## src/shared/ubf_cfg.svh

```systemverilog
// register offsets, field positions, reset values and timing counts
// assumes inclusion by every design, checker and bench file that needs them
`ifndef UBF_CFG_SVH
`define UBF_CFG_SVH
`define UBF_ADDR_W        3
`define UBF_OFS_CTRL_A    3'h0
`define UBF_OFS_CTRL_B    3'h1
`define UBF_OFS_DIV       3'h2
`define UBF_OFS_STATUS    3'h3
`define UBF_OFS_TXDATA    3'h4
`define UBF_OFS_RXDATA    3'h5
// control a fields
`define UBF_A_EN          7
`define UBF_A_WLEN        6
`define UBF_A_PAREN       5
`define UBF_A_PARODD      4
`define UBF_A_STOP2       3
`define UBF_A_BRK         2
`define UBF_A_TX8         0
// control b fields
`define UBF_B_TRANSMIT_ENABLE        7
`define UBF_B_RECEIVE_ENABLE        6
`define UBF_B_SPEED       5
`define UBF_B_ADDEN       4
// status fields
`define UBF_S_PARITY_ERROR        7
`define UBF_S_NF          6
`define UBF_S_FRAMING_ERROR        5
`define UBF_S_OVERRUN_ERROR        4
`define UBF_S_RECEIVE_IDLE       3
`define UBF_S_RECEIVE_AVAILABLE_FLAG        2
`define UBF_S_TRANSMIT_IDLE       1
`define UBF_S_TRANSMIT_EMPTY_FLAG        0
// reset values: 8 data bits, no parity, one stop bit
`define UBF_CTRL_A_RST    8'h00
`define UBF_CTRL_B_RST    8'h00
`define UBF_DIV_RST       8'h00
// oversampling ticks per bit
`define UBF_OVS_HI        16
`define UBF_OVS_LO        64
`define UBF_OVS_LO_MUL    4
`endif

```

## src/shared/ubf_pkg.sv

```systemverilog
// types shared by the serial port design files
// assumes ubf_cfg.svh is on the include path
package ubf_pkg;
   typedef enum logic [1:0] {
      UBF_TX_IDLE  = 2'b00,
      UBF_TX_START = 2'b01,
      UBF_TX_DATA  = 2'b10,
      UBF_TX_STOP  = 2'b11
   } ubf_tx_state_t;
   typedef enum logic [1:0] {
      UBF_RX_IDLE  = 2'b00,
      UBF_RX_START = 2'b01,
      UBF_RX_DATA  = 2'b10,
      UBF_RX_STOP  = 2'b11
   } ubf_rx_state_t;
endpackage

```

## src/hw/ubf_serial_port.sv

```systemverilog
// serial port core: registers, baud timing, frame transmit and receive
// assumes a plain register port and pins synchronous to mclk
`timescale 1ns/1ns
`include "ubf_cfg.svh"
module ubf_serial_port
   import ubf_pkg::*;
#(
   parameter int DIV_W = 8
)(
   // clock and reset
   input  wire logic                  mclk,
   input  wire logic                  rst_b,
   // register port
   input  wire logic [`UBF_ADDR_W-1:0] reg_addr,
   input  wire logic [7:0]            reg_wdata,
   input  wire logic                  reg_wr,
   input  wire logic                  reg_rd,
   output logic      [7:0]            reg_rdata,
   // serial pins
   output logic                       tx_out,
   output logic                       tx_oe,
   input  wire logic                  rx_in,
   output logic                       rx_sel
);
   if (DIV_W != 8) $error("ubf_serial_port: divisor must be 8 bits");

   logic [7:0]    ctrl_a_q;
   logic [7:0]    ctrl_b_q;
   logic [7:0]    div_q;
   logic [8:0]    txbuf_q;
   logic          txbuf_full_q;
   logic [8:0]    rxbuf_q;
   logic          receive_available_flag_q, overrun_error_q, framing_error_q, parity_error_q, nf_q;
   logic          transmit_idle_q, receive_idle_q;
   logic          ovs_tick, voted, noisy;
   logic          unit_en, tx_act, rx_act;
   logic          wlen9, par_en, par_odd, stop2, addr_en;
   logic [3:0]    nbits;
   ubf_tx_state_t tx_st_q;
   ubf_rx_state_t rx_st_q;
   logic [3:0]    tx_ph_q, rx_ph_q;
   logic [3:0]    tx_bit_q, rx_bit_q;
   logic [8:0]    tx_sh_q, rx_sh_q;
   logic          tx_stop_n_q, rx_noise_q;
   logic          tx_line_q;
   logic          rx_done;
   logic          rx_par_bad;
   logic          rx_keep;

   assign unit_en = ctrl_a_q[`UBF_A_EN];
   assign tx_act  = unit_en && ctrl_b_q[`UBF_B_TRANSMIT_ENABLE];
   assign rx_act  = unit_en && ctrl_b_q[`UBF_B_RECEIVE_ENABLE];
   // one format shared by both directions
   assign wlen9   = ctrl_a_q[`UBF_A_WLEN];
   assign par_en  = ctrl_a_q[`UBF_A_PAREN];
   assign par_odd = ctrl_a_q[`UBF_A_PARODD];
   assign stop2   = ctrl_a_q[`UBF_A_STOP2];
   assign addr_en = ctrl_b_q[`UBF_B_ADDEN];
   assign nbits   = wlen9 ? 4'h9 : 4'h8;

   // parity over the payload bits below the top slot
   function automatic logic par_of(input logic [8:0] d, input logic w9, input logic odd);
      logic p;
      p = w9 ? ^d[7:0] : ^d[6:0];
      return p ^ odd;
   endfunction

   // shared rate generator, held in reset while the port is off
   ubf_baud_gen #(.DIV_W(DIV_W)) u_baud (
      .mclk       (mclk),
      .rst_b      (rst_b),
      .clear      (!unit_en),
      .divisor    (div_q),
      .speed_sel  (ctrl_b_q[`UBF_B_SPEED]),
      .ovs_tick   (ovs_tick),
      .timer_tick ()
   );

   ubf_rx_vote u_vote (
      .mclk     (mclk),
      .rst_b    (rst_b),
      .ovs_tick (ovs_tick),
      .rx_pin   (rx_in),
      .voted    (voted),
      .noisy    (noisy)
   );

   // control a: disable clears only break send; enable, format kept
   always_ff @(posedge mclk or negedge rst_b)
      if (!rst_b)
         ctrl_a_q <= `UBF_CTRL_A_RST;
      else if (reg_wr && reg_addr == `UBF_OFS_CTRL_A)
      begin
         ctrl_a_q             <= reg_wdata;
         ctrl_a_q[`UBF_A_BRK] <= reg_wdata[`UBF_A_BRK] && reg_wdata[`UBF_A_EN];
      end
      else if (!unit_en)
         ctrl_a_q[`UBF_A_BRK] <= 1'b0;

   // control b: transmit/receive enables fall while the unit is off
   always_ff @(posedge mclk or negedge rst_b)
      if (!rst_b)
         ctrl_b_q <= `UBF_CTRL_B_RST;
      else
      begin
         if (reg_wr && reg_addr == `UBF_OFS_CTRL_B)
            ctrl_b_q <= reg_wdata;
         // enables drop with the disabling write itself, so a readback never lags
         if (!unit_en || (reg_wr && reg_addr == `UBF_OFS_CTRL_A && !reg_wdata[`UBF_A_EN]))
         begin
            ctrl_b_q[`UBF_B_TRANSMIT_ENABLE] <= 1'b0;
            ctrl_b_q[`UBF_B_RECEIVE_ENABLE] <= 1'b0;
         end
      end

   // divisor untouched by disable so re-enable resumes the same rate
   always_ff @(posedge mclk or negedge rst_b)
      if (!rst_b)
         div_q <= `UBF_DIV_RST;
      else if (reg_wr && reg_addr == `UBF_OFS_DIV)
         div_q <= reg_wdata;

   // transmit holding buffer; emptied whenever the unit is off
   always_ff @(posedge mclk or negedge rst_b)
      if (!rst_b)
      begin
         txbuf_q      <= 9'h000;
         txbuf_full_q <= 1'b0;
      end
      else if (!unit_en)
         txbuf_full_q <= 1'b0;
      else if (reg_wr && reg_addr == `UBF_OFS_TXDATA && !txbuf_full_q)
      begin
         txbuf_q      <= {ctrl_a_q[`UBF_A_TX8], reg_wdata};
         txbuf_full_q <= 1'b1;
      end
      else if (tx_st_q == UBF_TX_IDLE && tx_act && ovs_tick)
         txbuf_full_q <= 1'b0;

   // transmit frame sequencer; stop_count_sel at once when disabled
   always_ff @(posedge mclk or negedge rst_b)
      if (!rst_b)
      begin
         tx_st_q     <= UBF_TX_IDLE;
         tx_ph_q     <= 4'h0;
         tx_bit_q    <= 4'h0;
         tx_sh_q     <= 9'h000;
         tx_stop_n_q <= 1'b0;
         tx_line_q   <= 1'b1;
      end
      else if (!tx_act)
      begin
         tx_st_q   <= UBF_TX_IDLE;
         tx_line_q <= 1'b1;
      end
      else if (ovs_tick)
      begin
         tx_ph_q <= tx_ph_q + 4'h1;
         case (tx_st_q)
            UBF_TX_IDLE:
               if (txbuf_full_q)
               begin
                  tx_sh_q <= txbuf_q;
                  // top slot carries parity when enabled
                  if (par_en && wlen9)
                     tx_sh_q[8] <= par_of(txbuf_q, 1'b1, par_odd);
                  else if (par_en)
                     tx_sh_q[7] <= par_of(txbuf_q, 1'b0, par_odd);
                  tx_st_q   <= UBF_TX_START;
                  tx_ph_q   <= 4'h0; // start bit gets a full sixteen ticks
                  tx_line_q <= 1'b0;
               end
               else
                  tx_line_q <= 1'b1;
            UBF_TX_START:
               if (tx_ph_q == 4'hF)
               begin
                  tx_st_q   <= UBF_TX_DATA;
                  tx_bit_q  <= 4'h0;
                  tx_line_q <= tx_sh_q[0];
               end
            UBF_TX_DATA:
               if (tx_ph_q == 4'hF)
               begin
                  if (tx_bit_q == nbits - 4'h1)
                  begin
                     tx_st_q     <= UBF_TX_STOP;
                     tx_stop_n_q <= stop2;
                     tx_line_q   <= 1'b1;
                  end
                  else
                  begin
                     tx_bit_q  <= tx_bit_q + 4'h1;
                     tx_sh_q   <= {1'b0, tx_sh_q[8:1]};
                     tx_line_q <= tx_sh_q[1];
                  end
               end
            UBF_TX_STOP:
               if (tx_ph_q == 4'hF)
               begin
                  if (tx_stop_n_q)
                     tx_stop_n_q <= 1'b0;
                  else
                     tx_st_q <= UBF_TX_IDLE;
               end
            default:
               tx_st_q <= UBF_TX_IDLE;
         endcase
      end

   // transmit idle: set when a frame ends or the unit is off
   always_ff @(posedge mclk or negedge rst_b)
      if (!rst_b)
         transmit_idle_q <= 1'b1;
      else if (!unit_en)
         transmit_idle_q <= 1'b1;
      else if (tx_act && ovs_tick && tx_st_q == UBF_TX_STOP && tx_ph_q == 4'hF
               && !tx_stop_n_q)
         transmit_idle_q <= 1'b1;
      else if (reg_wr && reg_addr == `UBF_OFS_TXDATA)
         transmit_idle_q <= 1'b0;

   // receive sequencer; bit centred by counting eight ticks past the start edge
   always_ff @(posedge mclk or negedge rst_b)
      if (!rst_b)
      begin
         rx_st_q    <= UBF_RX_IDLE;
         rx_ph_q    <= 4'h0;
         rx_bit_q   <= 4'h0;
         rx_sh_q    <= 9'h000;
         rx_noise_q <= 1'b0;
      end
      else if (!rx_act)
         rx_st_q <= UBF_RX_IDLE;
      else if (ovs_tick)
      begin
         rx_ph_q <= rx_ph_q + 4'h1;
         if (rx_ph_q == 4'h9)
            rx_noise_q <= rx_noise_q | noisy;
         case (rx_st_q)
            UBF_RX_IDLE:
               if (!voted)
               begin
                  rx_st_q    <= UBF_RX_START;
                  rx_ph_q    <= 4'h1;
                  rx_noise_q <= 1'b0;
               end
            UBF_RX_START:
               if (rx_ph_q == 4'h9)
               begin
                  if (voted)
                     rx_st_q <= UBF_RX_IDLE; // false start
                  else
                  begin
                     rx_st_q  <= UBF_RX_DATA;
                     rx_bit_q <= 4'h0;
                  end
               end
            UBF_RX_DATA:
               if (rx_ph_q == 4'h9)
               begin
                  rx_sh_q[rx_bit_q] <= voted;
                  if (rx_bit_q == nbits - 4'h1)
                     rx_st_q <= UBF_RX_STOP;
                  else
                     rx_bit_q <= rx_bit_q + 4'h1;
               end
            UBF_RX_STOP:
               if (rx_ph_q == 4'h9)
                  rx_st_q <= UBF_RX_IDLE;
            default:
               rx_st_q <= UBF_RX_IDLE;
         endcase
      end

   assign rx_done    = rx_act && ovs_tick && rx_st_q == UBF_RX_STOP && rx_ph_q == 4'h9;
   assign rx_par_bad = par_en &&
      (par_of(rx_sh_q, wlen9, par_odd) != (wlen9 ? rx_sh_q[8] : rx_sh_q[7]));
   // address detect keeps only words whose top bit is one
   assign rx_keep    = !addr_en || (wlen9 ? rx_sh_q[8] : rx_sh_q[7]);

   // receive buffer and status; set wins over software clear
   always_ff @(posedge mclk or negedge rst_b)
      if (!rst_b)
      begin
         rxbuf_q <= 9'h000;
         receive_available_flag_q  <= 1'b0;
         overrun_error_q  <= 1'b0;
         framing_error_q  <= 1'b0;
         parity_error_q  <= 1'b0;
         nf_q    <= 1'b0;
      end
      else if (!unit_en)
      begin
         receive_available_flag_q <= 1'b0;
         overrun_error_q <= 1'b0;
         framing_error_q <= 1'b0;
         parity_error_q <= 1'b0;
         nf_q   <= 1'b0;
      end
      else if (rx_done && rx_keep)
      begin
         if (receive_available_flag_q && !(reg_rd && reg_addr == `UBF_OFS_RXDATA))
            overrun_error_q <= 1'b1;
         else
         begin
            rxbuf_q <= wlen9 ? rx_sh_q : {1'b0, rx_sh_q[7:0]};
            receive_available_flag_q  <= 1'b1;
            framing_error_q  <= !voted;
            parity_error_q  <= rx_par_bad;
            nf_q    <= rx_noise_q | noisy;
         end
      end
      else if (reg_rd && reg_addr == `UBF_OFS_RXDATA)
      begin
         receive_available_flag_q <= 1'b0;
         overrun_error_q <= 1'b0;
      end

   // receive idle: set while no frame is in progress
   always_ff @(posedge mclk or negedge rst_b)
      if (!rst_b)
         receive_idle_q <= 1'b1;
      else
         receive_idle_q <= !rx_act || rx_st_q == UBF_RX_IDLE;

   // register read port, data one cycle after the strobe
   always_ff @(posedge mclk or negedge rst_b)
      if (!rst_b)
         reg_rdata <= 8'h00;
      else if (reg_rd)
      begin
         if (reg_addr == `UBF_OFS_CTRL_A)
            reg_rdata <= {ctrl_a_q[7:2], 1'b0, rxbuf_q[8]};
         else if (reg_addr == `UBF_OFS_CTRL_B)
            reg_rdata <= ctrl_b_q;
         else if (reg_addr == `UBF_OFS_DIV)
            reg_rdata <= div_q;
         else if (reg_addr == `UBF_OFS_STATUS)
            reg_rdata <= {parity_error_q, nf_q, framing_error_q, overrun_error_q, receive_idle_q, receive_available_flag_q, transmit_idle_q,
                          !txbuf_full_q};
         else if (reg_addr == `UBF_OFS_RXDATA)
            reg_rdata <= rxbuf_q[7:0];
         else
            reg_rdata <= 8'h00;
      end
      else
         reg_rdata <= 8'h00;

   // pin ownership: shared pins released when the unit is off
   assign tx_out = tx_line_q;
   assign tx_oe  = tx_act;
   assign rx_sel = rx_act;
endmodule // ubf_serial_port

```

## src/hw/ubf_baud_gen.sv

```systemverilog
// baud rate generator: free running 8-bit timer plus oversample prescaler
// assumes one clock, mclk; clear holds it stopped while the port is off
`timescale 1ns/1ns
`include "ubf_cfg.svh"
module ubf_baud_gen
   import ubf_pkg::*;
#(
   parameter int DIV_W = 8
)(
   // clock and reset
   input  wire logic             mclk,
   input  wire logic             rst_b,
   // control
   input  wire logic             clear,
   input  wire logic [DIV_W-1:0] divisor,
   input  wire logic             speed_sel,
   // ticks
   output logic                  ovs_tick,
   output logic                  timer_tick
);
   // refused at elaboration, before any timer logic is built
   if (DIV_W < 1 || DIV_W > 16) $error("ubf_baud_gen: DIV_W out of range");

   logic [DIV_W-1:0] cnt_q;
   logic [1:0]       pre_q;

   // timer counts 0..divisor then reloads; any divisor incl. zero is fine
   always_ff @(posedge mclk or negedge rst_b)
      if (!rst_b)
         cnt_q <= '0;
      else if (clear || cnt_q >= divisor)
         cnt_q <= '0;
      else
         cnt_q <= cnt_q + 1'b1;

   assign timer_tick = !clear && (cnt_q >= divisor);

   // low speed divides each timer tick by four more: 64 vs 16 per bit
   always_ff @(posedge mclk or negedge rst_b)
      if (!rst_b)
         pre_q <= 2'h0;
      else if (clear)
         pre_q <= 2'h0;
      else if (timer_tick)
         pre_q <= pre_q + 2'h1;

   assign ovs_tick = timer_tick && (speed_sel || pre_q == 2'h3);
endmodule // ubf_baud_gen

```

## src/hw/ubf_rx_vote.sv

```systemverilog
// receive pin recovery: three samples at mid-bit, majority vote
// assumes ovs_tick at sixteen times the bit rate
`timescale 1ns/1ns
`include "ubf_cfg.svh"
module ubf_rx_vote
   import ubf_pkg::*;
(
   // clock and reset
   input  wire logic mclk,
   input  wire logic rst_b,
   // sampling
   input  wire logic ovs_tick,
   input  wire logic rx_pin,
   // result
   output logic      voted,
   output logic      noisy
);
   logic [2:0] hist_q;

   // shift in one sample per oversample tick; idle line is high
   always_ff @(posedge mclk or negedge rst_b)
      if (!rst_b)
         hist_q <= 3'h7;
      else if (ovs_tick)
         hist_q <= {hist_q[1:0], rx_pin};

   assign voted = (hist_q[0] & hist_q[1]) | (hist_q[1] & hist_q[2]) |
                  (hist_q[0] & hist_q[2]);
   assign noisy = !(&hist_q) && (|hist_q);
endmodule // ubf_rx_vote

```

## config.mk

```make
export PLATFORM = sky130hd
export DESIGN_NAME = ubf_serial_port
export DESIGN_NICKNAME = d
export VERILOG_FILES = /design/src/shared/ubf_pkg.sv /design/src/hw/ubf_serial_port.sv /design/src/hw/ubf_baud_gen.sv /design/src/hw/ubf_rx_vote.sv
export VERILOG_INCLUDE_DIRS = /design/src /design/src/shared
export SDC_FILE = /design/constraint.sdc
export NUM_CORES = 1
export LEC_CHECK = 0
export BUFFER_PORTS_ARGS = -buffer_cell sky130_fd_sc_hd__buf_2
export CAP_MARGIN = 15
export CORE_UTILIZATION = 62
export CTS_CLUSTER_SIZE = 10
export DETAILED_ROUTE_END_ITERATION = 10
export PLACE_DENSITY = 0.81
export SLEW_MARGIN = 20
export SYNTH_ARGS = -nofsm -noshare
export SYNTH_HDL_FRONTEND = slang
export SYNTH_SLANG_ARGS = --single-unit
```

## constraint.sdc

```tcl
create_clock -name mclk -period 2.89 [get_ports mclk]
set_input_delay 0.578 -clock mclk [delete_from_list [all_inputs] [get_ports mclk]]
set_output_delay 0.578 -clock mclk [all_outputs]
set_load 0.01 [all_outputs]
```

Word-level counts from Yosys, hierarchy flattened
Cells that the tools add are included.
W data, S select, Z words.
{"block": "totals", "wordCells": 264, "input_bits": 16, "reg_bits": 112}
{"block": "classes", "add_sub_neg": 7, "n_mux": 94, "bitwise": 10, "n_eq_ne": 50, "magnitude_cmp": 3, "n_reduce_logical": 70}
{"cell": "$mux W8", "count": 8}
{"cell": "$mux W4", "count": 11}
{"cell": "$mux W1", "count": 43}
{"cell": "$mux W2", "count": 19}
{"cell": "$mux W9", "count": 4}
{"cell": "$ne A3 B3 Y1 const B", "count": 11}
{"cell": "$logic_and A1 B1 Y1", "count": 27}
{"cell": "$ne A2 B2 Y1 const B", "count": 12}
{"cell": "$reduce_and A6 Y1", "count": 4}
{"cell": "$pmux W9 S2", "count": 1}
{"cell": "$add A4 B1 Y4 const B", "count": 4}
{"cell": "$pmux W2 S4", "count": 2}
{"cell": "$pmux W4 S2", "count": 2}
{"cell": "$reduce_xor A8 Y1", "count": 2}
{"cell": "$reduce_and A7 Y1", "count": 2}
{"cell": "$reduce_xor A7 Y1", "count": 2}
{"cell": "$reduce_and A2 Y1", "count": 6}
{"cell": "$eq A2 B2 Y1 const B", "count": 5}
{"cell": "$reduce_bool A2 Y1", "count": 5}
{"cell": "$bwmux W9", "count": 1}
{"cell": "$logic_not A1 Y1", "count": 9}
{"cell": "$ne A3 B1 Y1 const B", "count": 3}
{"cell": "$add A8 B1 Y8 const B", "count": 1}
{"cell": "$eq A4 B4 Y1", "count": 2}
{"cell": "27 further kinds", "count": 48}

Longest topological paths before layout
{"block": "logic_depth", "word_depth": 9, "depth_mapped": 9}

By module
Synthesis repeated with hierarchy kept, for this count alone.
{"block": "unflattened", "hier_cells": 547, "hier_area_um2": 5906.9}
{"mod": "ubf_serial_port", "instances": 1, "cells_per_inst": 464, "seq_area_each_um2": 2456.1, "area_per_inst_um2": 5107.4}
{"mod": "ubf_baud_gen", "instances": 1, "cells_per_inst": 73, "seq_area_each_um2": 250.2, "area_per_inst_um2": 660.6}
{"mod": "ubf_rx_vote", "instances": 1, "cells_per_inst": 10, "seq_area_each_um2": 78.8, "area_per_inst_um2": 138.9}

Worst setup path after synthesis
No wires, ideal clock.
{"block": "synth_timing", "path_kind": "reg2reg", "startpoint": "reg u_baud.cnt_q[5]", "endpoint": "reg rx_sh_q[1]", "t_required_ns": 2.765, "arrival_time_ns": 1.961, "setup_time_ns": 0.125, "path_buffers": 0, "stages_incl_launch_ff": 7, "setup_slack_ns": 0.805, "period_less_slack_ns": 2.085, "path_cell_list": "dfrtp_1 > ha_1 > and4_1 > o21a_2 > nand4_4 > a2111oi_0 > mux2_2"}
{"block": "synth_via", "elab_chain_cells": 4}
{"element": "start, declared", "line_no": "ubf_baud_gen.sv:24", "text": "logic [DIV_W-1:0] cnt_q;"}
{"element": "start signal, assigned", "line_no": "ubf_baud_gen.sv:34", "text": "cnt_q <= cnt_q + 1'b1;"}
{"element": "$ge A8 B8 Y1", "line_no": "ubf_baud_gen.sv:36", "text": "assign timer_tick = !clear && (cnt_q >= divisor);"}
{"element": "$logic_and A1 B1 Y1", "line_no": "ubf_baud_gen.sv:36"}
{"element": "$logic_and A1 B1 Y1", "line_no": "ubf_baud_gen.sv:47", "text": "assign ovs_tick = timer_tick && (speed_sel || pre_q == 2'h3);"}
{"element": "$reduce_and A4 Y1 (no source line)"}
{"element": "end signal, assigned by index", "line_no": "ubf_serial_port.sv:262", "text": "rx_sh_q[rx_bit_q] <= voted;"}
{"element": "end, declared", "line_no": "ubf_serial_port.sv:43", "text": "logic [8:0] tx_sh_q, rx_sh_q;"}
Every way passes these cells.
A chain may end at the register's enable or synchronous reset.

Worst setup path in the final report
{"block": "layout_timing", "startpoint": "reg u_baud.cnt_q[7]", "endpoint": "reg rx_sh_q[5]"}
Same word-level chain as after synthesis.

==> impl_metrics.yaml <==
power:
  power_frac_comb: 0.225
  p_leak_nw: 2.92
  irDropWorstVdd_uv: 362
  switching_share: 0.312
  clockPowerShare: 0.246
  power_switching_mw: 1.08
  powerDensity_nw_per_um2: 530
  power_frac_seq: 0.529
  p_int_mw: 2.38
global_routing:
  grt_pass1_wl_um: 23200
  globalRouteTotalUtil: 0.305
  grt_pass1_vias: 4520
  grt_max_degree: 48
  antenna_found_initial: 0
  gr-total-overflow: 0
min_path:
  holdCritPathClass: "input pin to async pin"
clocking:
  clkSinkCount: 111
  htreeDepth: 3
  clk_latency_ns: 0.38
  path_clk_slew_ns: 0.11
  cts_made_buffers: 9
  cts_tree: "done"
  cts_root_buf: "clkbuf_8"
  ctsResizeCount: 0
  post_cts_buffers: 0
  cts_max_path_buffers: 2
  cts_hold_buf: 0
timing:
  maxSlewHeadroom: 0.531
  max_freq_mhz: 395
  min_period_ns: 2.53
  fin_crit_sh: 0.876
  drv_slew: 0
  rsz0062_at_grt: "no"
  setup_viol: 0
  setup_tns_ns: 0
  finalClockSkew_ns: 0.0213
  hold_viol: 0
  max_slew.worst_pin.slew_ns: 0.697
floorplanning:
  die_area_um2: 10200
  core_area_um2: 9370
  io_pins: 27
  die_h_um: 101
  rows: 35
  start_util: 0.650
  die_w_um: 101
detailed_routing:
  vias: 4570
  drtIter0Drc: 345
  wire_per_inst_um: 19.9
  totalWireLength_um: 14300
  route.detailed.drc: 0
  drt_pass1_iterations: 5
  via_per_inst: 6.33
  ant_nets: 0
placed_design:
  dp_hpwl_um: 10700
  portBuffers: 26
  gp_congestion: 0.935
  dpl_cell_area_um2: 6360
setup_path:
  crit_arrival_ns: 2.79
  critPathLaunchType: "register"
  reg2reg_slack_ns: 0.36
  r2r_end: "rx_sh_q[5]$_DFFE_PN0P_"
  critical_path_peak_fanout: 10
  reg2reg_depth: 6
  crit-reg2reg-launch: "u_baud.cnt_q[7]$_DFF_PN0_"
  crit_type: "register to register"
  endpoint_kind: "register"
  worstPathRequired_ns: 3.15
synthesis:
  synth_cells: 564
  synth_edf_count: 0
  synth_flop_cell: "dfrtp_1"
  seq_area_frac_synth: 0.457
  ys_ff_latch: 111
  netlist_area_um2: 6090
  synth_cell_types: 77
  synthArstFlopShare: 1.00
  syn-mean-instance-area_um2: 10.8
  synth_nets: 603
  ys_warn_count: 0
final_layout:
  layout-drive-gt1-share: 0.238
  num_antenna_cells: 0
  final_common_cell: "dfrtp_1"
  fillers: 749
  layout_common_cells: "dfrtp_1, mux2_2, nand2_1"
  area_delta_synth_final_pct: 7.21
  num-nets-final: 627
  finalInstanceArea_um2: 6530
run:
  max-cap-violations: 0
run_status:
  status: "complete, no violations"
[flip-flops by register name (all words and copies together) (netlist names), 2 cells and up]
register,count
rx_sh_q,9
rxbuf_q,9
tx_sh_q,9
txbuf_q,9
ctrl_b_q,8
div_q,8
reg_rdata,8
u_baud.cnt_q,8
ctrl_a_q,7
rx_bit_q,4
rx_ph_q,4
tx_bit_q,4
tx_ph_q,4
u_vote.hist_q,3
rx_st_q,2
tx_st_q,2
u_baud.pre_q,2
[layout make-up]
type	count	area (µm²)	share of cell area
well taps	129	161	0.0247
inverters	28	105	0.0161
multi-input cells	401	3080	0.471
repair buffers	37	228	0.0349
flip-flops and latches	111	2790	0.426
clock buffers	10	128	0.0195
clock inverters	6	45.0	0.00690
[worst max-delay path: stages (launching register included)]
cell and delay (ns):
dfrtp_1 0.42, ha_1 0.33, nand2_1 0.08, o21ai_0 0.32, nand3_2 0.24, a2111oi_0 0.62
mux2_2 0.41
[worst max path at each step]
stage                                   endpoint  depth (start not counted)                 startpoint
final                     rx_sh_q[5]$_DFFE_PN0P_                          6  u_baud.cnt_q[7]$_DFF_PN0_
after global placement    rxbuf_q[0]$_DFFE_PN0P_                          6                reg_addr[0]
after detailed placement  rxbuf_q[0]$_DFFE_PN0P_                          6                reg_addr[0]
after CTS                 rx_sh_q[7]$_DFFE_PN0P_                          6  u_baud.cnt_q[7]$_DFF_PN0_
after global routing      rx_sh_q[7]$_DFFE_PN0P_                          7       div_q[7]$_DFFE_PN0P_
after floorplan           rx_sh_q[1]$_DFFE_PN0P_                          6  u_baud.cnt_q[5]$_DFF_PN0_
[synth_stat cells, drive strengths merged (3+ instances only)]
| library cell | number | area, µm² |
|---|---|---|
| ha | 23 | 288 |
| and2 | 4 | 25.0 |
| nand2b | 6 | 37.5 |
| buf | 13 | 81.3 |
| nand2 | 51 | 194 |
| a31oi | 3 | 18.8 |
| o31ai | 10 | 75.1 |
| mux2i | 18 | 180 |
| xnor3 | 3 | 67.6 |
| xnor2 | 13 | 114 |
| mux2 | 60 | 679 |
| nand4 | 4 | 40.0 |
| inv | 27 | 101 |
| a21oi | 14 | 70.1 |
| dfrtp | 105 | 2630 |
| xor2 | 6 | 52.6 |
| o21ai | 34 | 178 |
| nand3b | 7 | 52.6 |
| nor4 | 3 | 31.3 |
| nor2b | 4 | 25.0 |
| and3 | 6 | 42.5 |
| o41ai | 5 | 43.8 |
| dfstp | 6 | 158 |
| o21a | 5 | 38.8 |
| clkbuf | 11 | 41.3 |
| or3 | 4 | 30.0 |
| nor2 | 34 | 128 |
| a211oi | 9 | 67.6 |
| a2111oi | 8 | 71.3 |
| o211ai | 4 | 30.0 |
| nand3 | 16 | 90.1 |
| nor3 | 8 | 45.0 |
[logic make-up after synthesis]
group,count (synthesis),synth area share
xor gates and xnor gates,22,0.0384
and+or+nand+nor,158,0.140
adders and majority gates,24,0.0489
AOI/OAI and AO/OA,119,0.137
DFF,111,0.457
muxes,78,0.141
buffers and inverters,52,0.0374
[power by group through the flow]
stage / sequential [mW] / clock (mW) / combinational, mW
2_1_floorplan: 1.80 / 0 / 0.580
3_3_place_gp: 1.85 / 0 / 0.739
3_5_place_dp: 1.85 / 0 / 0.769
4_1_cts: 1.82 / 0.871 / 0.773
5_1_grt: 1.84 / 0.917 / 0.850
6_report: 1.83 / 0.852 / 0.778
[layer usage]
layer	track usage	share of wire
met2	0.498	0.49
met3	0.0513	0.045
met1	0.389	0.42
met5	0	0
met4	0.172	0.048
[through the flow]
step	std cells	setup WS, ns	utilization	hold slack (ns)	power [mW]
after detailed placement	706	0.410	0.679	0.494	2.62
after floorplan	564	0.805	-	0.282	2.38
after CTS	722	0.397	0.697	0.213	3.47
after global placement	706	0.464	0.679	0.483	2.59
final	722	0.360	0.697	0.207	3.46
after global routing	722	0.195	0.697	0.239	3.61
Note: power is estimated with default switching activity, not from simulation.
